<file path="config.mk">
export PLATFORM = sky130hd
export DESIGN_NAME = serial_ctrl
export DESIGN_NICKNAME = d
export VERILOG_FILES = /design/src/verilog/serial_ctrl_pkg.sv /design/src/verilog/serial_ctrl.sv
export SDC_FILE = /design/constraint.sdc
export NUM_CORES = 1
export LEC_CHECK = 0
export ABC_AREA = 1
export CAP_MARGIN = 20
export CORE_UTILIZATION = 50
export DETAILED_ROUTE_END_ITERATION = 8
export DONT_BUFFER_PORTS = 1
export PLACE_DENSITY = 0.68
export SLEW_MARGIN = 30
export SYNTH_ARGS = -nofsm -noshare
export SYNTH_HDL_FRONTEND = slang
export SYNTH_SLANG_ARGS = --single-unit
</file>
<file path="constraint.sdc">
create_clock -name core_clk -period 4 [get_ports core_clk]
set_clock_uncertainty 0.05 [all_clocks]
set_input_delay 0.4 -clock core_clk [delete_from_list [all_inputs] [get_ports core_clk]]
set_output_delay 0.4 -clock core_clk [all_outputs]
set_load 0.01 [all_outputs]
</file>
<file path="src/verilog/serial_ctrl_pkg.sv">
/*
  Constants for the serial controller's configuration block: register
  indices, field positions, reset values, control modes and break states.
  Assumes a Wishbone slave with 32-bit data, one register per aligned word.
*/
package serial_ctrl_pkg;
  // ==========================================================
  // Register indices (byte address is four times the index)
  localparam logic [5:0] LINE_CTRL_IDX = 6'h01;
  localparam logic [5:0] MODE_CTRL_IDX = 6'h02;
  localparam logic [5:0] DIV_LOW_IDX = 6'h03;
  localparam logic [5:0] RESET_CTRL_IDX = 6'h04;
  localparam logic [5:0] QUEUE_CFG_IDX = 6'h05;
  localparam logic [5:0] STATUS_IDX = 6'h06;
  // ==========================================================
  // Field positions
  localparam int RECEIVER_ENABLE_BIT = 7;
  localparam int TRANSMITTER_ENABLE_BIT = 6;
  localparam int GP_OUT_BIT = 0;
  localparam int ROLE_BIT = 7;
  localparam int HAND_BIT = 6;
  localparam int BRK_BIT = 5;
  localparam int MIRQ_BIT = 4;
  localparam int TXIE_BIT = 3;
  localparam int RXIE_BIT = 2;
  localparam int STOP_BIT = 1;
  localparam int DSR_BIT = 7;
  localparam int SRST_BIT = 6;
  localparam int TXCLR_BIT = 5;
  localparam int RXCLR_BIT = 4;
  localparam int SPM_BIT = 3;
  localparam int ERRIE_BIT = 2;
  localparam int REQIE_BIT = 1;
  localparam int BRKIE_BIT = 0;
  // ==========================================================
  // Reset values
  localparam logic [7:0] LINE_CTRL_RST = 8'h00;
  localparam logic [7:0] MODE_CTRL_RST = 8'h01;
  localparam logic [7:0] DIV_LOW_RST = 8'h00;
  localparam logic [7:0] RESET_CTRL_RST = 8'h80;
  localparam logic [7:0] QUEUE_CFG_RST = 8'h08;
  // ==========================================================
  // Counts
  localparam logic [2:0] SELF_CLEAR_CYCLES = 3'h4;
  localparam logic [3:0] BREAK_BITS = 4'hA;
  localparam logic [3:0] RX_BREAK_BITS = 4'hA;
  // ==========================================================
  // Control modes: role bit over handshake bit
  typedef enum logic [1:0] {
    MODE_MANUAL = 2'h0,
    MODE_DCE = 2'h1,
    MODE_EIA = 2'h2,
    MODE_DTE = 2'h3
  } ctrl_mode_type;
  typedef enum logic [2:0] {
    BRK_IDLE = 3'h1,
    BRK_WAIT = 3'h2,
    BRK_SEND = 3'h4
  } brk_state_type;
endpackage

</file>
<file path="src/verilog/serial_ctrl.sv">
/*
  Control, reset, divisor and interrupt logic of an asynchronous serial
  controller, reached over a classic Wishbone slave port.
  Assumes the shift datapath and FIFOs sit outside, report levels and
  one-cycle event pulses on core_clk, and obey the enables given here.
*/
module serial_ctrl #(
  parameter int TX_DEPTH = 4,
  parameter int RX_DEPTH = 6
) (
  input wire logic core_clk,
  input wire logic rst,
  input wire logic wb_cyc_i,
  input wire logic wb_stb_i,
  input wire logic wb_we_i,
  input wire logic [7:0] wb_adr_i,
  input wire logic [3:0] wb_sel_i,
  input wire logic [31:0] wb_dat_i,
  output logic [31:0] wb_dat_o,
  output logic wb_ack_o,
  input wire logic request_n,
  output logic clear_n,
  output logic dsr,
  input wire logic [2:0] tx_count,
  input wire logic tx_busy,
  input wire logic tx_bit_tick,
  input wire logic [2:0] rx_count,
  input wire logic rx_bit_tick,
  input wire logic serial_in,
  input wire logic rx_start_fall,
  input wire logic rx_start_end,
  input wire logic parity_err,
  input wire logic framing_err,
  input wire logic overrun,
  output logic tx_line_break,
  output logic tx_allowed,
  output logic rx_allowed,
  output logic two_stop,
  output logic [10:0] baud_divisor,
  output logic speed_match,
  output logic core_reset,
  output logic tx_clear,
  output logic rx_clear,
  output logic tx_irq_n,
  output logic rx_irq_n
);
  // ==========================================================
  // Registers
  logic [7:0] line_ctrl_reg;
  logic [7:0] mode_ctrl_reg;
  logic [7:0] div_low_reg;
  logic [7:0] reset_ctrl_reg;
  logic [7:0] queue_cfg_reg;
  logic ack_reg;
  logic [7:0] rd_reg;
  logic [2:0] srst_cnt_reg;
  logic [2:0] txc_cnt_reg;
  logic [2:0] rxc_cnt_reg;
  serial_ctrl_pkg::brk_state_type brk_reg;
  logic [3:0] brk_bits_reg;
  logic [3:0] rx_low_reg;
  logic break_seen_reg;
  logic err_seen_reg;
  logic spm_irq_reg;
  logic spm_armed_reg;
  logic req_seen_reg;
  logic request_d_reg;
  logic tx_flag_n_reg;
  logic rx_flag_n_reg;
  logic clear_n_reg;
  logic tx_irq_reg;
  logic rx_irq_reg;

  logic int_rst;
  logic wr;
  logic wr_rc;
  logic rd;
  logic [5:0] idx;
  logic [7:0] wdat;
  serial_ctrl_pkg::ctrl_mode_type mode;
  logic tx_cond;
  logic rx_level_hit;
  logic rx_cond;
  logic rx_break_hit;
  logic [7:0] status;

  // ==========================================================
  // Bus slave: ack one cycle after the request, writes at the ack edge
  assign idx = wb_adr_i[7:2];
  assign wdat = wb_dat_i[7:0];
  assign wr = wb_cyc_i && wb_stb_i && wb_we_i && ack_reg && wb_sel_i[0];
  assign rd = wb_cyc_i && wb_stb_i && !wb_we_i && ack_reg;
  assign wr_rc = wr && (idx == serial_ctrl_pkg::RESET_CTRL_IDX);
  assign wb_ack_o = ack_reg;
  assign wb_dat_o = {24'h000000, rd_reg};

  // Ack toggles low the cycle after it is given
  always_ff @(posedge core_clk) begin
    if (rst) begin
      ack_reg <= 1'b0;
    end else begin
      ack_reg <= wb_cyc_i && wb_stb_i && !ack_reg;
    end
  end

  // Read mux, unmapped indices read zero
  always_ff @(posedge core_clk) begin
    if (rst) begin
      rd_reg <= 8'h00;
    end else if (wb_cyc_i && wb_stb_i && !ack_reg) begin
      case (idx)
        serial_ctrl_pkg::LINE_CTRL_IDX: rd_reg <= line_ctrl_reg;
        serial_ctrl_pkg::MODE_CTRL_IDX: rd_reg <= mode_ctrl_reg;
        serial_ctrl_pkg::DIV_LOW_IDX: rd_reg <= div_low_reg;
        serial_ctrl_pkg::RESET_CTRL_IDX: rd_reg <= reset_ctrl_reg;
        serial_ctrl_pkg::QUEUE_CFG_IDX: rd_reg <= queue_cfg_reg;
        serial_ctrl_pkg::STATUS_IDX: rd_reg <= status;
        default: rd_reg <= 8'h00;
      endcase
    end
  end

  // ==========================================================
  // Software and side resets
  // Bus logic stays on the pin reset so a soft reset never breaks a cycle
  assign int_rst = rst || (srst_cnt_reg != 3'h0);
  assign core_reset = int_rst;
  assign tx_clear = int_rst || (txc_cnt_reg != 3'h0);
  assign rx_clear = int_rst || (rxc_cnt_reg != 3'h0);

  // Self-clearing counters, each active four cycles
  always_ff @(posedge core_clk) begin
    if (rst) begin
      srst_cnt_reg <= 3'h0;
    end else if (wr_rc && wdat[serial_ctrl_pkg::SRST_BIT]) begin
      srst_cnt_reg <= serial_ctrl_pkg::SELF_CLEAR_CYCLES;
    end else if (srst_cnt_reg != 3'h0) begin
      srst_cnt_reg <= srst_cnt_reg - 3'h1;
    end
  end

  always_ff @(posedge core_clk) begin
    if (int_rst) begin
      txc_cnt_reg <= 3'h0;
    end else if (wr_rc && wdat[serial_ctrl_pkg::TXCLR_BIT]) begin
      txc_cnt_reg <= serial_ctrl_pkg::SELF_CLEAR_CYCLES;
    end else if (txc_cnt_reg != 3'h0) begin
      txc_cnt_reg <= txc_cnt_reg - 3'h1;
    end
  end

  always_ff @(posedge core_clk) begin
    if (int_rst) begin
      rxc_cnt_reg <= 3'h0;
    end else if (wr_rc && wdat[serial_ctrl_pkg::RXCLR_BIT]) begin
      rxc_cnt_reg <= serial_ctrl_pkg::SELF_CLEAR_CYCLES;
    end else if (rxc_cnt_reg != 3'h0) begin
      rxc_cnt_reg <= rxc_cnt_reg - 3'h1;
    end
  end

  // ==========================================================
  // Control registers, cleared by either reset, never by side clears
  always_ff @(posedge core_clk) begin
    if (int_rst) begin
      line_ctrl_reg <= serial_ctrl_pkg::LINE_CTRL_RST;
      mode_ctrl_reg <= serial_ctrl_pkg::MODE_CTRL_RST;
      div_low_reg <= serial_ctrl_pkg::DIV_LOW_RST;
      queue_cfg_reg <= serial_ctrl_pkg::QUEUE_CFG_RST;
    end else if (wr) begin
      if (idx == serial_ctrl_pkg::LINE_CTRL_IDX) line_ctrl_reg <= wdat;
      if (idx == serial_ctrl_pkg::MODE_CTRL_IDX) mode_ctrl_reg <= wdat;
      if (idx == serial_ctrl_pkg::DIV_LOW_IDX) div_low_reg <= wdat;
      if (idx == serial_ctrl_pkg::QUEUE_CFG_IDX) queue_cfg_reg <= wdat;
    end
  end

  // Reset-control: strobe bits always read zero, speed match clears on start
  always_ff @(posedge core_clk) begin
    if (int_rst) begin
      reset_ctrl_reg <= serial_ctrl_pkg::RESET_CTRL_RST;
    end else begin
      if (wr && idx == serial_ctrl_pkg::RESET_CTRL_IDX) begin
        reset_ctrl_reg <= {wdat[7], 3'h0, wdat[3:0]};
      end
      if (rx_start_fall) begin
        reset_ctrl_reg[serial_ctrl_pkg::SPM_BIT] <= 1'b0;
      end
    end
  end

  assign dsr = reset_ctrl_reg[serial_ctrl_pkg::DSR_BIT];
  assign baud_divisor = {reset_ctrl_reg[2:0], div_low_reg};
  assign speed_match = reset_ctrl_reg[serial_ctrl_pkg::SPM_BIT];
  assign two_stop = mode_ctrl_reg[serial_ctrl_pkg::STOP_BIT];
  assign mode = serial_ctrl_pkg::ctrl_mode_type'(mode_ctrl_reg[7:6]);

  // ==========================================================
  // Flow control per mode
  // Transmitter pauses on request only where the mode waits for it
  always_comb begin
    tx_allowed = line_ctrl_reg[serial_ctrl_pkg::TRANSMITTER_ENABLE_BIT] && !speed_match;
    rx_allowed = line_ctrl_reg[serial_ctrl_pkg::RECEIVER_ENABLE_BIT];
    if (mode == serial_ctrl_pkg::MODE_EIA || mode == serial_ctrl_pkg::MODE_DTE) begin
      tx_allowed = tx_allowed && !request_n;
    end
  end

  // Clear output, registered to keep the pin glitch free
  always_ff @(posedge core_clk) begin
    if (int_rst) begin
      clear_n_reg <= 1'b1;
    end else begin
      case (mode)
        serial_ctrl_pkg::MODE_DTE:
          clear_n_reg <= !(tx_count != 3'h0 && line_ctrl_reg[serial_ctrl_pkg::TRANSMITTER_ENABLE_BIT]);
        serial_ctrl_pkg::MODE_DCE:
          clear_n_reg <= !(!request_n && line_ctrl_reg[serial_ctrl_pkg::RECEIVER_ENABLE_BIT]
                           && rx_count < 3'(RX_DEPTH));
        default: clear_n_reg <= !line_ctrl_reg[serial_ctrl_pkg::GP_OUT_BIT];
      endcase
    end
  end
  assign clear_n = clear_n_reg;

  // ==========================================================
  // Break generation in whole groups of ten bit times
  always_ff @(posedge core_clk) begin
    if (int_rst) begin
      brk_reg <= serial_ctrl_pkg::BRK_IDLE;
      brk_bits_reg <= 4'h0;
    end else begin
      case (brk_reg)
        serial_ctrl_pkg::BRK_IDLE: begin
          brk_bits_reg <= 4'h0;
          if (mode_ctrl_reg[serial_ctrl_pkg::BRK_BIT] && tx_allowed) begin
            brk_reg <= tx_busy ? serial_ctrl_pkg::BRK_WAIT : serial_ctrl_pkg::BRK_SEND;
          end
        end
        serial_ctrl_pkg::BRK_WAIT: begin
          if (!mode_ctrl_reg[serial_ctrl_pkg::BRK_BIT]) begin
            brk_reg <= serial_ctrl_pkg::BRK_IDLE;
          end else if (!tx_busy) begin
            brk_reg <= serial_ctrl_pkg::BRK_SEND;
          end
        end
        serial_ctrl_pkg::BRK_SEND: begin
          if (tx_bit_tick) begin
            if (brk_bits_reg == serial_ctrl_pkg::BREAK_BITS - 4'h1) begin
              brk_bits_reg <= 4'h0;
              if (!mode_ctrl_reg[serial_ctrl_pkg::BRK_BIT]) begin
                brk_reg <= serial_ctrl_pkg::BRK_IDLE;
              end
            end else begin
              brk_bits_reg <= brk_bits_reg + 4'h1;
            end
          end
        end
        default: brk_reg <= serial_ctrl_pkg::BRK_IDLE;
      endcase
    end
  end
  assign tx_line_break = (brk_reg == serial_ctrl_pkg::BRK_SEND);

  // ==========================================================
  // Receive break detection and sticky event latches
  always_ff @(posedge core_clk) begin
    if (rx_clear) begin
      rx_low_reg <= 4'h0;
    end else if (rx_bit_tick) begin
      if (!serial_in && rx_allowed) begin
        if (rx_low_reg != serial_ctrl_pkg::RX_BREAK_BITS) rx_low_reg <= rx_low_reg + 4'h1;
      end else begin
        rx_low_reg <= 4'h0;
      end
    end
  end
  assign rx_break_hit = rx_bit_tick && !serial_in && rx_allowed
                        && rx_low_reg == serial_ctrl_pkg::RX_BREAK_BITS - 4'h1;

  // Status read clears latches, but a new event in that cycle wins
  always_ff @(posedge core_clk) begin
    if (rx_clear) begin
      break_seen_reg <= 1'b0;
      err_seen_reg <= 1'b0;
    end else begin
      if (rx_break_hit) begin
        break_seen_reg <= 1'b1;
      end else if (rd && idx == serial_ctrl_pkg::STATUS_IDX) begin
        break_seen_reg <= 1'b0;
      end
      if (parity_err || framing_err || overrun) begin
        err_seen_reg <= 1'b1;
      end else if (rd && idx == serial_ctrl_pkg::STATUS_IDX) begin
        err_seen_reg <= 1'b0;
      end
    end
  end

  // Start fall clears the bit before the start bit ends, so remember it
  always_ff @(posedge core_clk) begin
    if (int_rst) begin
      spm_armed_reg <= 1'b0;
    end else if (rx_start_fall && speed_match) begin
      spm_armed_reg <= 1'b1;
    end else if (rx_start_end) begin
      spm_armed_reg <= 1'b0;
    end
  end

  // Speed-match interrupt holds until software writes the bit to zero
  always_ff @(posedge core_clk) begin
    if (int_rst) begin
      spm_irq_reg <= 1'b0;
    end else if (rx_start_end && (speed_match || spm_armed_reg)) begin
      spm_irq_reg <= 1'b1;
    end else if (wr_rc && !wdat[serial_ctrl_pkg::SPM_BIT]) begin
      spm_irq_reg <= 1'b0;
    end
  end

  // Request falling edge in DCE mode, latched until status read
  always_ff @(posedge core_clk) begin
    if (tx_clear) begin
      request_d_reg <= 1'b1;
      req_seen_reg <= 1'b0;
    end else begin
      request_d_reg <= request_n;
      if (request_d_reg && !request_n && mode == serial_ctrl_pkg::MODE_DCE) begin
        req_seen_reg <= 1'b1;
      end else if (rd && idx == serial_ctrl_pkg::STATUS_IDX) begin
        req_seen_reg <= 1'b0;
      end
    end
  end

  // ==========================================================
  // Interrupt conditions
  always_comb begin
    case (queue_cfg_reg[7:6])
      2'h0: tx_cond = (tx_count == 3'h0);
      2'h1: tx_cond = (3'(TX_DEPTH) - tx_count >= 3'h3);
      2'h2: tx_cond = (3'(TX_DEPTH) - tx_count >= 3'h2);
      default: tx_cond = (3'(TX_DEPTH) - tx_count >= 3'h1);
    endcase
    tx_cond = tx_cond || (queue_cfg_reg[serial_ctrl_pkg::REQIE_BIT] && req_seen_reg);
  end

  // Level code zero means the speed-match event; code seven left to the host
  assign rx_level_hit = (queue_cfg_reg[5:3] == 3'h0) ? spm_irq_reg
                        : (rx_count >= queue_cfg_reg[5:3]);
  assign rx_cond = rx_level_hit
                   || (queue_cfg_reg[serial_ctrl_pkg::ERRIE_BIT] && err_seen_reg)
                   || (queue_cfg_reg[serial_ctrl_pkg::BRKIE_BIT] && break_seen_reg);

  // Flags ignore the master enable so software can poll
  always_ff @(posedge core_clk) begin
    if (int_rst) begin
      tx_flag_n_reg <= 1'b1;
      rx_flag_n_reg <= 1'b1;
      tx_irq_reg <= 1'b1;
      rx_irq_reg <= 1'b1;
    end else begin
      tx_flag_n_reg <= !(mode_ctrl_reg[serial_ctrl_pkg::TXIE_BIT] && tx_cond);
      rx_flag_n_reg <= !(mode_ctrl_reg[serial_ctrl_pkg::RXIE_BIT] && rx_cond);
      tx_irq_reg <= !(mode_ctrl_reg[serial_ctrl_pkg::MIRQ_BIT]
                      && mode_ctrl_reg[serial_ctrl_pkg::TXIE_BIT] && tx_cond);
      rx_irq_reg <= !(mode_ctrl_reg[serial_ctrl_pkg::MIRQ_BIT]
                      && mode_ctrl_reg[serial_ctrl_pkg::RXIE_BIT] && rx_cond);
    end
  end
  assign tx_irq_n = tx_irq_reg;
  assign rx_irq_n = rx_irq_reg;

  assign status = {break_seen_reg, !request_n, rx_flag_n_reg, tx_flag_n_reg,
                   err_seen_reg, spm_irq_reg, tx_line_break, req_seen_reg};
endmodule

</file>
# Yosys cells after proc, flatten, opt, wreduce, memory -nomap -nowiden
# Index checks and enable logic that the tools add are counted.
dict set report classes {
  div 0
  n_eq_ne 23
  shifts 0
  reduce_logical 86
  mul 0
  magnitude_cmp 5
  n_mux 32
  addsub 6
  n_bitwise 0
}
# cell count
set ops {}
lappend ops {{8-bit case mux with 6 select lines} 1}
lappend ops {{3-bit two-way mux} 13}
lappend ops {{1-bit logical AND} 36}
lappend ops {{6-bit by 3-bit == test with 1-bit output, second input constant} 3}
lappend ops {{2-bit nonzero test} 9}
lappend ops {{4-bit two-way mux} 4}
lappend ops {{1-bit zero test} 13}
lappend ops {{6-bit by 2-bit == test with 1-bit output, second input constant} 2}
lappend ops {{2-bit AND reduction} 6}
lappend ops {{3-bit nonzero test} 4}
lappend ops {{1-bit logical OR} 10}
lappend ops {{1-bit two-way mux} 10}
lappend ops {{3-bit case mux with 3 select lines} 1}
lappend ops {{3-bit by 1-bit subtractor with 3-bit output, second input constant} 3}
lappend ops {{4-bit by 1-bit adder with 4-bit output, second input constant} 2}
lappend ops {{4-bit == test, second input constant} 2}
lappend ops {{4-bit case mux with 2 select lines} 1}
lappend ops {{2-bit OR reduction} 4}
lappend ops {{2-bit == test, second input constant} 3}
lappend ops {{6-bit by 1-bit == test with 1-bit output, second input constant} 1}
lappend ops {{3-bit by 2-bit greater-or-equal comparator with 1-bit output, second input constant} 2}
lappend ops {{3-bit zero test} 2}
lappend ops {{2-bit != test, second input constant} 3}
lappend ops {{5-bit AND reduction} 1}
lappend ops {{14 further kinds} 16}
dict set report word_totals {
  mem_bits_rw 0
  rom_bits 0
  register_bits 77
  latch_bits 0
  inputBits 65
  memories 0
}

# Depth between registers and ports, before layout
dict set report depth {
  depth_word 8
  ltp_mapped 10
}

# Worst setup path after synthesis
# Ideal clock, no wire load.
dict set report synth_timing {
  path_type {register to output}
  from {reg srst_cnt_reg[0]}
  to {out tx_clear}
  required_ns 3.550
  arrival_time_ns 1.285
  n_path_buf 1
  stages_incl_launch_ff 8
  slack_ns 2.265
  cell_sequence {dfxtp_1 > inv_1 > ha_1 > ha_1 > nand2_1 > inv_2 > buf_1 > nand2_1}
}
dict set report synth_between {
  elab_chain_cells 3
}
# item line
set synth_rtl {}
lappend synth_rtl {{start, declared} serial_ctrl.sv:56} ;# logic [2:0] srst_cnt_reg;
lappend synth_rtl {{start signal, assigned} serial_ctrl.sv:136} ;# srst_cnt_reg <= serial_ctrl_pkg::SELF_CLEAR_CYCLES;
lappend synth_rtl {{start signal, assigned} serial_ctrl.sv:138} ;# srst_cnt_reg <= srst_cnt_reg - 3'h1;
lappend synth_rtl {{3-bit nonzero test} serial_ctrl.sv:126} ;# assign int_rst = rst || (srst_cnt_reg != 3'h0);
lappend synth_rtl {{1-bit logical OR} serial_ctrl.sv:126}
lappend synth_rtl {{1-bit logical OR} serial_ctrl.sv:128} ;# assign tx_clear = int_rst || (txc_cnt_reg != 3'h0);
lappend synth_rtl {{end, declared} serial_ctrl.sv:42} ;# output logic tx_clear,
# Every way passes these cells.

# Worst setup path in the final report
dict set report layout_timing {
  from {reg srst_cnt_reg[0]}
  to {out rx_clear}
}
dict set report layout_between {
  elab_chain_cells 3
}
# item line
set layout_rtl {}
lappend layout_rtl {{3-bit nonzero test} serial_ctrl.sv:126}
lappend layout_rtl {{1-bit logical OR} serial_ctrl.sv:126}
lappend layout_rtl {{named net core_reset} serial_ctrl.sv:41} ;# output logic core_reset,
lappend layout_rtl {{1-bit logical OR} serial_ctrl.sv:129} ;# assign rx_clear = int_rst || (rxc_cnt_reg != 3'h0);
lappend layout_rtl {{end, declared} serial_ctrl.sv:43} ;# output logic rx_clear,
# The timed path passes the listed nets, and every way through them passes these cells.

==> impl_results.md <==
* Status: finished clean
* Measured slew at the worst slew-check pin at 0.495 ns
* Synth Area in Compound Gates at 0.160
* Post-Synth Simple-Gate Area at 0.249
* Largest net degree at the start of global routing at 31
* Post-CTS Resized at 0
* Vias in the first global route at between 3k and 4k
* Post-synth top flop: dfxtp_1
* Final worst path period share at 0.604
* Clock Sinks at 77
* Hold Path End: rd_reg[4]$_SDFFE_PP0P_
* Tmin final at about 2.4 ns
* Leak at between 1.5 and 2 nW
* GR Util All Layers at 0.244
* TritonCTS Buffers at 9
* Port Buffers at 0
* Fmax achieved at between 0.4 and 0.5 GHz
* Clock root cell: clkbuf_8
* Xor/xnor cell area share of the yosys netlist at 0.00873
* Global route total overflow at 0
* Core Rows at 32
* Post-Synthesis Cell Area at 0.00402 mm^2
* Vias/cell at 5.19
* R2R setup slack at about 1.9 ns
* I/O pin total at 121
* Max_slew headroom at 0.668
* H-Tree Level Count at 3
* CORE AREA at a little under 0.008 mm^2
* Worst hold slack at approximately 0.044 ns
* Drt wl/cell at 14.5 um
* 1st-iter DRT viols at between 150 and 200
* Die span in y at between 90 and 100 um
* Largest family of logic cells by synthesized area: simple AND/OR/NAND/NOR gates
* Clock transition at path regs at around 0.080 ns
* Reg2Reg Depth at 9
* Worst R2R Start: srst_cnt_reg[0]$_SDFFE_PP0P_
* Post-synth EDFFs at 0
* Synth Register Bits at a little under 80
* Slew Limit Fails at 0
* Antenna fix cells at 0
* Die area at about 0.0084 mm^2
* Setup crit start kind: register
* Postcts setup bufs at 0
* RD Place Congestion at between 0.9 and 1
* Crit Path Max Fanout at 14
* Crit path DAT at between 1.5 and 2 ns
* Pwr/cell area at 437 mW/mm^2
* Ys Warns at 0
* Gate Count Post-Synth at roughly 550
* Area Overhead vs Synth at 6.82%
* Clk Latency, worst-skew pair at approximately 0.36 ns
* Vias post-DR at roughly 3.4k
* Detailed Route WL at between 9 and 10 mm
* Final TNS setup at 0 ns
* Adder-cell area share of the yosys netlist at 0.0686
* Die X-Extent at around 92 um
* Cts hold-fix bufs at 0
* Nets at 641
* Post-DP HPWL at between 7 and 8 mm
* Hold Path Stages at 1
* R2R Path End: brk_bits_reg[1]$_SDFFE_PP0P_
* ANT nets after route at 0
* # DRC at 0
* Global-route wire length before repair at ~16 mm
* Final setup vio count at 0
* RSZ-0062 raised after global routing: no
* Layout cell share with drive strength beyond 1 at 0.0877
* Initial Utilization at 0.520
* Antenna violations before repair at 0
* Synth cell types at 35
* CTS tree: yes
* Tot Pwr at 0.00188 W
* Mux cell area share after synthesis at 0
* Max-cap check violation count at 0
* Drt first pass iters at 7
* Required @ worst endpoint at 3.55 ns
* Mean Syn Cell Area at ~7.3 um^2
* Worst vdd ir at about 0.26 mV
* Register area share after synthesis at 0.384
* Hold Vio Cnt, Final at 0
* CP Class: reg2out
* Ys async rst share at 0
* Worst Setup End Kind: primary output
* HP Start: rst
* CTS max path bufs at 2
* Hold WC Path Type: in2reg
-- stage by stage --
step	area [um^2]	std cells	worst slack (ns)	util
after floorplan	4100	572	2.26	-
after global placement	4030	645	1.93	0.522
after detailed placement	4030	645	1.90	0.522
after CTS	4290	661	1.61	0.555
after global routing	4290	661	1.44	0.555
final	4290	661	1.58	0.555
-- cells in the mapped netlist, drive strengths merged (2+ instances only) --
cell | count | area [um^2]
o22ai | 6 | 37.5
nand2 | 87 | 349
buf | 27 | 199
a21oi | 46 | 234
nand4 | 8 | 65.1
ha | 22 | 275
nand3 | 21 | 105
o2111ai | 2 | 17.5
dfxtp | 77 | 1540
nor2 | 84 | 419
o21ai | 64 | 324
a211oi | 2 | 15.0
nor3 | 8 | 40.0
clkbuf | 4 | 15.0
inv | 80 | 300
xor2 | 4 | 35.0
-- worst max-delay path, cell delays in order, from the launching register on --
cell and delay [ns]:
dfxtp_1 0.35, inv_1 0.05, ha_1 0.21, ha_1 0.26
nand2_1 0.10, buf_4 0.26, inv_2 0.17, nand2_1 0.22
-- kinds of logic after synthesis --
group | count (synthesis)
AOI/OAI and AO/OA | 122
xor gates and xnor gates | 4
adders and majority gates | 22
buffers and inverters | 112
DFF | 77
other | 1
and+or+nand+nor | 211
-- layer usage --
layer,vias to the layer above,routed length (um),GRT usage
li1,1732,-,-
met3,20,855,0.0920
met1,1553,4080,0.293
met2,125,4380,0.392
met5,-,0,0
met4,0,285,0.101
-- placed cells by master, fill, tap and decap left out, types with 6 or more instances in the layout --
master     n
dfxtp_1   77
a21oi_1   45
clkbuf_8  12
nand3_1   21
o22ai_1    6
nand2_1   82
ha_1      22
nor2_1    73
inv_2     11
nand4_1    7
inv_1     69
nor2_4     7
conb_1    24
o21ai_0   59
nor3_1     8
-- worst max-delay path by stage --
stage,endpoint,depth (start not counted),slack (ns),startpoint
after global routing,rx_clear,7,1.44,srst_cnt_reg[0]$_SDFFE_PP0P_
final,rx_clear,7,1.58,srst_cnt_reg[0]$_SDFFE_PP0P_
after CTS,rx_clear,7,1.61,srst_cnt_reg[0]$_SDFFE_PP0P_
after global placement,brk_bits_reg[1]$_SDFFE_PP0P_,9,1.93,srst_cnt_reg[0]$_SDFFE_PP0P_
after detailed placement,brk_bits_reg[3]$_SDFFE_PP0P_,9,1.90,srst_cnt_reg[0]$_SDFFE_PP0P_
after floorplan,tx_clear,7,2.26,srst_cnt_reg[0]$_SDFFE_PP0P_
-- layout make-up --
cell class | count | area [um^2]
Inverter | 81 | 305
Sequential cell | 77 | 1540
Fill cell | 748 | 3440
Multi-Input combinational cell | 383 | 2040
Tap cell | 102 | 128
Clock inverter | 3 | 90.1
Clock buffer | 13 | 169
Timing Repair Buffer | 2 | 15.0
-- where the power goes --
part | leakage, nW | switching, W | internal (W) | total [W]
sequential | 0.623 | 0.0000176 | 0.000794 | 0.000812
combinational | 1.14 | 0.000221 | 0.0000927 | 0.000314
clock | 0.130 | 0.000285 | 0.000466 | 0.000751
Power figures use the tool's default switching activity.
